<file path="src/core/idic_pkg.sv">
// Purpose: Constants and carrier types for the isolated I/O interrupt control block
// Assumes: 200 MHz card clock, byte-wide host port
// Notes: Register offsets are byte offsets from the card base
package idic_pkg;

	// ************************************************************
	// Timing
	// ************************************************************
	localparam int unsigned CLK_FREQ_HZ = 200_000_000;
	localparam int unsigned REF_FREQ_HZ = 10_000_000;
	localparam int unsigned EVT_MAX_FREQ_HZ = 1_000_000;
	localparam int unsigned REF_DIV_CYCLES = CLK_FREQ_HZ / REF_FREQ_HZ;

	// ************************************************************
	// Register map
	// ************************************************************
	localparam logic [5:0] OFS_DIO_LO = 6'h00;
	localparam logic [5:0] OFS_DIO_HI = 6'h01;
	localparam logic [5:0] OFS_CNT0 = 6'h18;
	localparam logic [5:0] OFS_CNT1 = 6'h19;
	localparam logic [5:0] OFS_CNT2 = 6'h1a;
	localparam logic [5:0] OFS_CNT_CTRL = 6'h1b;
	localparam logic [5:0] OFS_INT_CTRL = 6'h20;
	localparam logic [5:0] OFS_SOFT_RESET = 6'h21;

	// ************************************************************
	// Interrupt control register fields
	// ************************************************************
	localparam int unsigned G0_SEL_LSB = 0;
	localparam int unsigned G0_EDGE_BIT = 2;
	localparam int unsigned G0_FLAG_BIT = 3;
	localparam int unsigned G1_SEL_LSB = 4;
	localparam int unsigned G1_EDGE_BIT = 6;
	localparam int unsigned G1_FLAG_BIT = 7;

	localparam logic [1:0] SEL_OFF = 2'h0;
	localparam logic [1:0] SEL_PRIMARY = 2'h1;
	localparam logic [1:0] SEL_GATED = 2'h2;
	localparam logic [1:0] SEL_COUNTER = 2'h3;

	// Input channel roles
	localparam int unsigned IN_G0_TRIG = 0;
	localparam int unsigned IN_G0_GATE = 4;
	localparam int unsigned IN_G1_TRIG = 8;
	localparam int unsigned IN_G1_GATE = 12;
	localparam int unsigned IN_EVENT = 15;

	// Counter control word fields
	localparam int unsigned CW_SEL_LSB = 6;
	localparam int unsigned CW_RW_LSB = 4;
	localparam logic [1:0] CW_RW_LATCH = 2'h0;

	localparam logic [7:0] RESET_INT_CTRL = 8'h00;
	localparam logic [15:0] RESET_COUNT = 16'hffff;

	typedef struct packed {
		logic [5:0] addr;
		logic wr;
		logic rd;
		logic [7:0] wdata;
	} idic_host_req_t;

	typedef struct packed {
		logic [1:0] sel;
		logic edge_rise;
	} idic_group_cfg_t;

endpackage : idic_pkg

</file>
<file path="src/core/idic_top.sv">
// Purpose: Isolated digital I/O with timer/counter and two-group interrupt control
// Assumes: Host byte port is synchronous to clk; field inputs are asynchronous
// Notes: Read data appears one cycle after the read strobe
`timescale 1ns/1ps
module idic_top
	import idic_pkg::*;
#(
	parameter int unsigned CHANNELS = 16,
	parameter int unsigned CNT_WIDTH = 16
) (
	input wire logic clk,
	input wire logic reset,
	input wire logic [5:0] host_addr,
	input wire logic host_wr,
	input wire logic host_rd,
	input wire logic [7:0] host_wdata,
	output logic [7:0] host_rdata,
	input wire logic [CHANNELS-1:0] isolated_input,
	output logic [CHANNELS-1:0] isolated_output,
	output logic host_irq
);

	// ************************************************************
	// Functions
	// ************************************************************
	function automatic logic idic_edge(input logic cur, input logic prev, input logic rise);
		idic_edge = rise ? (cur & ~prev) : (~cur & prev);
	endfunction : idic_edge

	function automatic logic [7:0] idic_byte(input logic [CNT_WIDTH-1:0] val, input logic hi);
		idic_byte = hi ? val[15:8] : val[7:0];
	endfunction : idic_byte

	// ************************************************************
	// Host request decode
	// ************************************************************
	idic_host_req_t req;
	assign req = '{addr: host_addr, wr: host_wr, rd: host_rd, wdata: host_wdata};

	wire wr_dio_lo = req.wr && (req.addr == OFS_DIO_LO);
	wire wr_dio_hi = req.wr && (req.addr == OFS_DIO_HI);
	wire wr_int_ctrl = req.wr && (req.addr == OFS_INT_CTRL);
	wire wr_soft_reset = req.wr && (req.addr == OFS_SOFT_RESET);
	wire wr_cnt_ctrl = req.wr && (req.addr == OFS_CNT_CTRL);
	wire [2:0] wr_cnt;
	wire [2:0] rd_cnt;
	assign wr_cnt = {req.wr && (req.addr == OFS_CNT2), req.wr && (req.addr == OFS_CNT1),
		req.wr && (req.addr == OFS_CNT0)};
	assign rd_cnt = {req.rd && (req.addr == OFS_CNT2), req.rd && (req.addr == OFS_CNT1),
		req.rd && (req.addr == OFS_CNT0)};

	// ************************************************************
	// Field input synchroniser
	// ************************************************************
	// Second and third stages feed the edge detectors; stage one stays private
	logic [CHANNELS-1:0] in_meta;
	logic [CHANNELS-1:0] in_sync;
	logic [CHANNELS-1:0] in_prev;

	always_ff @(posedge clk) begin
		in_meta <= isolated_input;
		in_sync <= in_meta;
		in_prev <= in_sync;
	end

	// ************************************************************
	// Isolated outputs
	// ************************************************************
	logic [CHANNELS-1:0] next_output;

	always_comb begin
		next_output = isolated_output;
		if (wr_dio_lo) begin
			next_output[7:0] = req.wdata;
		end
		if (wr_dio_hi) begin
			next_output[15:8] = req.wdata;
		end
		if (wr_soft_reset) begin
			next_output = '0;
		end
	end

	always_ff @(posedge clk) begin
		if (reset) begin
			isolated_output <= '0;
		end else begin
			isolated_output <= next_output;
		end
	end

	// ************************************************************
	// Reference tick
	// ************************************************************
	localparam int unsigned DIV_W = $clog2(REF_DIV_CYCLES);
	localparam logic [DIV_W-1:0] DIV_LAST = DIV_W'(REF_DIV_CYCLES - 1);
	logic [DIV_W-1:0] ref_div;
	wire ref_tick = (ref_div == DIV_LAST);

	always_ff @(posedge clk) begin
		if (reset) begin
			ref_div <= '0;
		end else begin
			ref_div <= ref_tick ? '0 : ref_div + 1'b1;
		end
	end

	// ************************************************************
	// Timer/counter channels
	// ************************************************************
	// Square wave: output toggles each expiry, so period is twice the count.
	// Gates are not modelled as inputs; they are always active.
	logic [2:0] cnt_out;
	logic [2:0] cnt_out_prev;
	logic [2:0] cnt_en;
	logic [CNT_WIDTH-1:0] cnt_val [3];
	logic [CNT_WIDTH-1:0] cnt_reload [3];
	logic [2:0] wr_hi_byte;
	logic [2:0] rd_hi_byte;
	wire [1:0] cw_sel = req.wdata[CW_SEL_LSB +: 2];
	wire cw_latch = (req.wdata[CW_RW_LSB +: 2] == CW_RW_LATCH);

	assign cnt_en[0] = ref_tick;
	assign cnt_en[1] = cnt_out[0] & ~cnt_out_prev[0];
	assign cnt_en[2] = in_sync[IN_EVENT] & ~in_prev[IN_EVENT];

	always_ff @(posedge clk) begin
		if (reset) begin
			// Same level as the reset output, so no false edge
			cnt_out_prev <= '1;
		end else begin
			cnt_out_prev <= cnt_out;
		end
	end

	genvar gi;
	generate
		for (gi = 0; gi < 3; gi++) begin : g_cnt
			wire cw_hit = wr_cnt_ctrl && (cw_sel == 2'(gi));
			wire expire = cnt_val[gi] <= CNT_WIDTH'(1);

			always_ff @(posedge clk) begin
				if (reset) begin
					cnt_reload[gi] <= RESET_COUNT;
					cnt_val[gi] <= RESET_COUNT;
					cnt_out[gi] <= 1'b1;
					wr_hi_byte[gi] <= 1'b0;
					rd_hi_byte[gi] <= 1'b0;
				end else begin
					if (wr_cnt[gi]) begin
						wr_hi_byte[gi] <= ~wr_hi_byte[gi];
						if (wr_hi_byte[gi]) begin
							cnt_reload[gi][15:8] <= req.wdata;
							cnt_val[gi] <= {req.wdata, cnt_reload[gi][7:0]};
							cnt_out[gi] <= 1'b1;
						end else begin
							cnt_reload[gi][7:0] <= req.wdata;
						end
					end else if (cnt_en[gi]) begin
						if (expire) begin
							cnt_val[gi] <= cnt_reload[gi];
							cnt_out[gi] <= ~cnt_out[gi];
						end else begin
							cnt_val[gi] <= cnt_val[gi] - 1'b1;
						end
					end
					if (cw_hit && cw_latch) begin
						rd_hi_byte[gi] <= 1'b0;
						wr_hi_byte[gi] <= 1'b0;
					end else if (rd_cnt[gi]) begin
						rd_hi_byte[gi] <= ~rd_hi_byte[gi];
					end
				end
			end
		end
	endgenerate

	// ************************************************************
	// Interrupt control register
	// ************************************************************
	idic_group_cfg_t g0_cfg;
	idic_group_cfg_t g1_cfg;
	logic group0_pending_flag;
	logic group1_pending_flag;

	always_ff @(posedge clk) begin
		if (reset) begin
			g0_cfg <= '{sel: RESET_INT_CTRL[G0_SEL_LSB +: 2], edge_rise: RESET_INT_CTRL[G0_EDGE_BIT]};
			g1_cfg <= '{sel: RESET_INT_CTRL[G1_SEL_LSB +: 2], edge_rise: RESET_INT_CTRL[G1_EDGE_BIT]};
		end else if (wr_int_ctrl) begin
			g0_cfg <= '{sel: req.wdata[G0_SEL_LSB +: 2], edge_rise: req.wdata[G0_EDGE_BIT]};
			g1_cfg <= '{sel: req.wdata[G1_SEL_LSB +: 2], edge_rise: req.wdata[G1_EDGE_BIT]};
		end
	end

	// ************************************************************
	// Source selection and edge detection
	// ************************************************************
	wire g0_trig_edge = idic_edge(in_sync[IN_G0_TRIG], in_prev[IN_G0_TRIG], g0_cfg.edge_rise);
	wire g1_trig_edge = idic_edge(in_sync[IN_G1_TRIG], in_prev[IN_G1_TRIG], g1_cfg.edge_rise);
	wire g0_cnt_edge = idic_edge(cnt_out[1], cnt_out_prev[1], g0_cfg.edge_rise);
	wire g1_cnt_edge = idic_edge(cnt_out[2], cnt_out_prev[2], g1_cfg.edge_rise);
	wire group0_gate_input = in_sync[IN_G0_GATE];
	wire group1_gate_input = in_sync[IN_G1_GATE];

	logic g0_event;
	logic g1_event;

	always_comb begin
		unique case (g0_cfg.sel)
			SEL_OFF: g0_event = 1'b0;
			SEL_PRIMARY: g0_event = g0_trig_edge;
			SEL_GATED: g0_event = g0_trig_edge & group0_gate_input;
			SEL_COUNTER: g0_event = g0_cnt_edge;
		endcase
	end

	always_comb begin
		unique case (g1_cfg.sel)
			SEL_OFF: g1_event = 1'b0;
			SEL_PRIMARY: g1_event = g1_trig_edge;
			SEL_GATED: g1_event = g1_trig_edge & group1_gate_input;
			SEL_COUNTER: g1_event = g1_cnt_edge;
		endcase
	end

	// ************************************************************
	// Pending flags
	// ************************************************************
	// A new event in the clearing cycle wins, so no edge is lost
	wire g0_clear = wr_int_ctrl & req.wdata[G0_FLAG_BIT];
	wire g1_clear = wr_int_ctrl & req.wdata[G1_FLAG_BIT];

	always_ff @(posedge clk) begin
		if (reset) begin
			group0_pending_flag <= RESET_INT_CTRL[G0_FLAG_BIT];
			group1_pending_flag <= RESET_INT_CTRL[G1_FLAG_BIT];
		end else begin
			group0_pending_flag <= g0_event | (group0_pending_flag & ~g0_clear);
			group1_pending_flag <= g1_event | (group1_pending_flag & ~g1_clear);
		end
	end

	always_ff @(posedge clk) begin
		if (reset) begin
			host_irq <= 1'b0;
		end else begin
			host_irq <= group0_pending_flag | group1_pending_flag;
		end
	end

	// ************************************************************
	// Read data
	// ************************************************************
	wire [7:0] int_status = {group1_pending_flag, g1_cfg.edge_rise, g1_cfg.sel,
		group0_pending_flag, g0_cfg.edge_rise, g0_cfg.sel};
	logic [7:0] next_rdata;

	always_comb begin
		unique case (req.addr)
			OFS_DIO_LO: next_rdata = in_sync[7:0];
			OFS_DIO_HI: next_rdata = in_sync[15:8];
			OFS_CNT0: next_rdata = idic_byte(cnt_val[0], rd_hi_byte[0]);
			OFS_CNT1: next_rdata = idic_byte(cnt_val[1], rd_hi_byte[1]);
			OFS_CNT2: next_rdata = idic_byte(cnt_val[2], rd_hi_byte[2]);
			OFS_INT_CTRL: next_rdata = int_status;
			default: next_rdata = 8'h00;
		endcase
	end

	always_ff @(posedge clk) begin
		if (reset) begin
			host_rdata <= 8'h00;
		end else if (req.rd) begin
			host_rdata <= next_rdata;
		end
	end

endmodule : idic_top

</file>
<file path="config.mk">
export PLATFORM = sky130hd
export DESIGN_NAME = idic_top
export DESIGN_NICKNAME = d
export VERILOG_FILES = /design/src/core/idic_pkg.sv /design/src/core/idic_top.sv
export SDC_FILE = /design/constraint.sdc
export NUM_CORES = 1
export LEC_CHECK = 0
export BUFFER_PORTS_ARGS = -buffer_cell sky130_fd_sc_hd__clkbuf_2
export CORE_ASPECT_RATIO = 1.75
export CORE_MARGIN = 5
export CORE_UTILIZATION = 60
export CTS_BUF_LIST = sky130_fd_sc_hd__clkbuf_8
export CTS_CLUSTER_SIZE = 10
export DETAILED_ROUTE_END_ITERATION = 10
export PLACE_DENSITY = 0.79
export SLEW_MARGIN = 20
export SYNTH_ARGS = -nofsm -noshare
export SYNTH_HDL_FRONTEND = slang
export SYNTH_SLANG_ARGS = --single-unit
</file>
<file path="constraint.sdc">
create_clock -name clk -period 3.59 [get_ports clk]
set_input_delay 0.5385 -clock clk [delete_from_list [all_inputs] [get_ports clk]]
set_output_delay 0.5385 -clock clk [all_outputs]
set_load 0.005 [all_outputs]
</file>
== Word-level counts from Yosys, hierarchy flattened ==
Memory sizes are Yosys's and may differ from the RTL's.
Index checks and enable logic that the tools add are counted.

* Word-level logic and storage cells: 234
* Bits in registers: 98
* Memories: 2
* Memory bits (writable): 96
* Output and inout port bits: 25
* Input bits: 34

* Mux-type cells: 93
* Bitwise logic cells: 53
* Add/sub/neg operators: 4
* Equal/unequal tests: 19
* Reduce and logical (&&, ||, !) cells: 36
* Order comparisons: 3

{| class="wikitable"
|+ Memories
! name !! depth !! bits a word !! read ports !! clocked after memory_dff !! write ports !! RTL line !! source
|-
| cnt_reload || 3 || 16 || 3 || 0 || 3 || idic_top.sv:117 || <nowiki>logic [CNT_WIDTH-1:0] cnt_reload [3];</nowiki>
|-
| cnt_val || 3 || 16 || 3 || 0 || 3 || idic_top.sv:116 || <nowiki>logic [CNT_WIDTH-1:0] cnt_val [3];</nowiki>
|}

{| class="wikitable"
|+ Operators with widths
! kind !! count
|-
| $mux 16 || 9
|-
| $mux 1 || 72
|-
| $mux 8 || 9
|-
| $le 16x1->1 const B || 3
|-
| $pmux 8 s6 || 1
|-
| $sub 16x1->16 const B || 3
|-
| $eq 6x5->1 const B || 4
|-
| $not 1->1 || 19
|-
| $or 1x1->1 || 18
|-
| $logic_and 1x1->1 || 17
|-
| $and 1x1->1 || 16
|-
| $eq 6x6->1 const B || 2
|-
| $reduce_bool 2->1 || 6
|-
| $eq 2x2->1 const B || 5
|-
| $reduce_or 2->1 || 5
|-
| $reduce_and 3->1 || 3
|-
| $logic_not 2->1 || 4
|-
| $pmux 1 s4 || 2
|-
| $eq 2x1->1 const B || 3
|-
| $eq 6x1->1 const B || 1
|-
| $logic_not 6->1 || 1
|-
| $ne 2x1->1 const B || 3
|-
| $add 5x1->5 const B || 1
|-
| $eq 5x5->1 const B || 1
|}

== Logic depth before layout (Yosys ltp) ==
An unclocked memory read counts as a cell.

* Word-level depth: 9
* Depth in mapped cells: 7
* Depth with buffers taken out: 7

== Worst setup path before layout ==
No wires, ideal clock.

* Path type: input-to-reg
* Start: input port host_addr[5]
* End: memory cnt_val[2][0], enable pin
* Path slack: 0.833 ns
* Required time: 3.215 ns
* Cell stages on the path: 5
* Path buffers: 1
* Setup time: 0.375 ns
* Data arrival time: 2.383 ns
* Path through: nor4bb_1 buf_2 nand2_1 o21ai_0 nand2b_1

{| class="wikitable"
|+ RTL lines
! element !! RTL line !! source
|-
| start: declaration || idic_top.sv:13 || <nowiki>input wire logic [5:0] host_addr,</nowiki>
|-
| end: declaration || idic_top.sv:116 ||
|}

==> run summary <==
Worst min path class: input port to register
Placeable core area: 0.0135 mm2
Final net count: 873
Sequential cell area fraction in the yosys report: 55.7%
Time the final worst path needs with I/O delays and setup: 2.58 ns
Static leakage: 2.93 nW
R2r worst-path depth: 5
Drt wl/cell: 20.7 um
Worst hold margin: 0.163 ns
Crit Path Class: register to register
Critical Path Fanout Max: 10
Combinational cell fraction of total power: 4.0%
Instance count on the critical path: 5
Final-report hold violation count: 0
Synthesized Nets: 822
Slowest cell delay on critical path: 0.55 ns
Critical Path Sink Type: register
Starting DRT DRC Count: 563
Power density over the cells: 417 mW/mm2
Number of buffers inserted during clock tree synthesis: 17
Root cell of the clock tree: sky130_fd_sc_hd__clkbuf_8
Wire length reported by the detailed router: 21.1 mm
Top Family by Delay on Critical Path: simple AND/OR/NAND/NOR gates
Cell variety after synth: 68
Mean post-synth cell area: 10.5 um2
Synth Register Bits: 181
Wire length of the first global-routing pass: 33.1 mm
Final critical-path share of the clock period: 71.9%
Synthesized area: 0.00823 mm2
Clock latency reported for the late side of the worst-skew pair: 0.46 ns
Filler cells: 1,107
Final Util: 67.3%
Final setup vio count: 0
Die W: 98.6 um
Cell-internal power: 2.80 mW
Initial core utilization: 61.2%
Number of buffers added on ports: 58
Number of top-level pins: 59
Final RePlAce weighted congestion: 0.884
Part of the total power dissipated in sequential elements: 59.2%
Sw Ratio: 25.9%
Worst path required time: 3.82 ns
CP max stage cell: sky130_fd_sc_hd__nor4_1
Number of pins with negative max-slew slack in the final report: 0
Final sum of negative setup slack: 0 ns
Count of cells resized by post-cts repair: 0
Largest net degree at the start of global routing: 29
Clock skew: 0.0130 ns
Site row count: 56
Iteration count of the initial detailed-routing pass: 7
Share of layout cells above drive strength 1: 15.9%
Net Sw Power: 0.979 mW
Worst-margin pin slew: 0.877 ns
Element type at the critical path start: register
Setup fix buffers added after clock tree synthesis: 0
Antenna-violating nets left: 0
Clock Tree Buf Depth: 2
Via count of the first global-routing pass: 6,300
Arrival time of the worst setup path: 2.81 ns
Result of the run: finished clean
Gate Count Post-Synth: 781
Cells traversed along the worst timing path: nor4_1 > o211ai_1 > nor3_2 > mux2_2 > o21a_1
Fmax achieved: 0.387 GHz
Number of synthesis warnings: 0
Die H: 165 um
Fraction of registers with async set or reset after synthesis: 0%
Number of buffers added to fix hold violations after cts: 0
Average vias per placed instance: 6.18
Max Cap Viol: 0
Worst vdd ir: 0.402 mV
Inserted Diodes: 0
Share of the synthesized area in the top cell type: 35.0%
Floorplan die area: 0.0163 mm2
DRC violations left: 0
Most common flop cell mapped by yosys: sky130_fd_sc_hd__edfxtp_1
Initial antenna violation count: 0
Headroom to the max-slew limit: 41.3%
Combined buffer and inverter count along the critical path: 0
Hold depth: 1
Library cell with the largest summed area after synthesis: sky130_fd_sc_hd__edfxtp_1
Count of clock tree sinks: 181
Clock slew seen by the registers of the worst setup and hold paths: 0.11 ns
Synthesis-to-finish area growth: 9.91%
Total via count in the routed design: 6,296
GRT Total Usage: 26.4%
Grt ovf: 0
Clk pwr share: 36.8%
Setup repair after global routing missed its margin: false
Clock tree from TritonCTS: done
Half-perimeter wire length of the detailed placement result: 15.7 mm
CTS HTree Levels: 4
Number of enable flip-flop cells after synthesis: 96
Top area cells in the synthesized netlist: sky130_fd_sc_hd__edfxtp_1, sky130_fd_sc_hd__dfxtp_1, sky130_fd_sc_hd__a21oi_1
cells by family after synthesis:
group,after synthesis,share of synthesized area [%]
and+or+nand+nor,296,18.6
DFF,181,55.7
AOI/OAI and AO/OA,156,12.5
buffers and inverters,62,3.22
xor gates and xnor gates,46,4.89
muxes,33,4.07
adders and majority gates,7,1.06
power groups by stage:
stage	registers (mW)	clock network (mW)	logic [mW]
2_1_floorplan	2.28	0	0.0830
6_report	2.24	1.39	0.153
3_5_place_dp	2.28	0	0.151
3_3_place_gp	2.28	0	0.146
5_1_grt	2.24	1.49	0.164
4_1_cts	2.24	1.40	0.151
state kept, by name (all words and copies together) (netlist names):
name and count:
cnt_out 3, cnt_out_prev 3, cnt_reload 48, cnt_val 48, g0_cfg 3, g1_cfg 3, group0_pending_flag 1, group1_pending_flag 1
host_irq 1, host_rdata 8, in_meta 16, in_prev 3, in_sync 16, isolated_output 16, rd_hi_byte 3, ref_div 5
wr_hi_byte 3
cells in the final DEF, fill, tap and decap left out, types with 8 or more instances in the layout:
cell type | synthesis | routed
sky130_fd_sc_hd__edfxtp_1 | 96 | 96
sky130_fd_sc_hd__dfxtp_1 | 85 | 85
sky130_fd_sc_hd__nor2_1 | 79 | 79
sky130_fd_sc_hd__nand2_1 | 68 | 68
sky130_fd_sc_hd__a21oi_1 | 60 | 60
sky130_fd_sc_hd__clkbuf_2 | 1 | 58
sky130_fd_sc_hd__xnor2_1 | 33 | 33
sky130_fd_sc_hd__nand3_1 | 30 | 30
sky130_fd_sc_hd__inv_1 | 29 | 29
sky130_fd_sc_hd__mux2i_1 | 29 | 29
sky130_fd_sc_hd__nor3_1 | 23 | 23
sky130_fd_sc_hd__o22ai_1 | 22 | 22
sky130_fd_sc_hd__clkbuf_8 | 0 | 17
sky130_fd_sc_hd__or2_2 | 16 | 16
sky130_fd_sc_hd__o21ai_0 | 15 | 15
sky130_fd_sc_hd__nand2b_1 | 14 | 14
sky130_fd_sc_hd__xor2_1 | 13 | 13
sky130_fd_sc_hd__nor4_1 | 11 | 11
sky130_fd_sc_hd__nor2b_1 | 8 | 8
sky130_fd_sc_hd__or3_1 | 8 | 8
cell usage after synthesis (8+ instances only):
library cell	n
sky130_fd_sc_hd__a21oi_1	60
sky130_fd_sc_hd__clkbuf_1	19
sky130_fd_sc_hd__dfxtp_1	85
sky130_fd_sc_hd__edfxtp_1	96
sky130_fd_sc_hd__inv_1	29
sky130_fd_sc_hd__mux2i_1	29
sky130_fd_sc_hd__nand2_1	68
sky130_fd_sc_hd__nand2b_1	14
sky130_fd_sc_hd__nand3_1	30
sky130_fd_sc_hd__nor2_1	79
sky130_fd_sc_hd__nor2b_1	8
sky130_fd_sc_hd__nor3_1	23
sky130_fd_sc_hd__nor4_1	11
sky130_fd_sc_hd__o21ai_0	15
sky130_fd_sc_hd__o22ai_1	22
sky130_fd_sc_hd__or2_2	16
sky130_fd_sc_hd__or3_1	8
sky130_fd_sc_hd__xnor2_1	33
sky130_fd_sc_hd__xor2_1	13
metrics by stage:
step	cells	setup WS, ns	cell area [um2]	power [mW]
3_3_place_gp	987	0.857	8640	2.43
2_1_floorplan	781	0.833	8230	2.36
3_5_place_dp	987	0.788	8640	2.43
5_1_grt	1019	0.835	9050	3.89
4_1_cts	1019	1.01	9050	3.79
6_report	1019	1.01	9050	3.78
final cells by class:
cell class                 count  area (um2)  share of cell area [%]
clock inverter                15         178                    1.96
clock buffer                  17         234                    2.59
sequential                   181        4580                    50.7
timing repair buffer          65         343                    3.79
tap                          174         218                    2.41
inverter                      29         109                    1.20
multi-input combinational    538        3380                    37.4
path summary, 6_finish.rpt:
| check | from | endpoint | slack [ns] |
|---|---|---|---|
| worst max-delay path | cnt_val[1][12] | cnt_val[1][11] | 1.01 |
| worst min-delay path | isolated_input[1] | in_meta[1] | 0.16 |
| worst max register to register | cnt_val[1][12] | cnt_val[1][11] | 1.01 |
| worst min register to register | in_meta[2] | in_sync[2] | 0.34 |
per-layer routing:
layer	track usage, %	vias up	share of wire, %
met5	0	-	0
met1	28.6	2989	36
met2	48.9	272	52
met3	4.56	90	5.6
li1	-	2945	-
met4	13.6	0	5.9
Note: power is estimated with default switching activity, not from simulation.
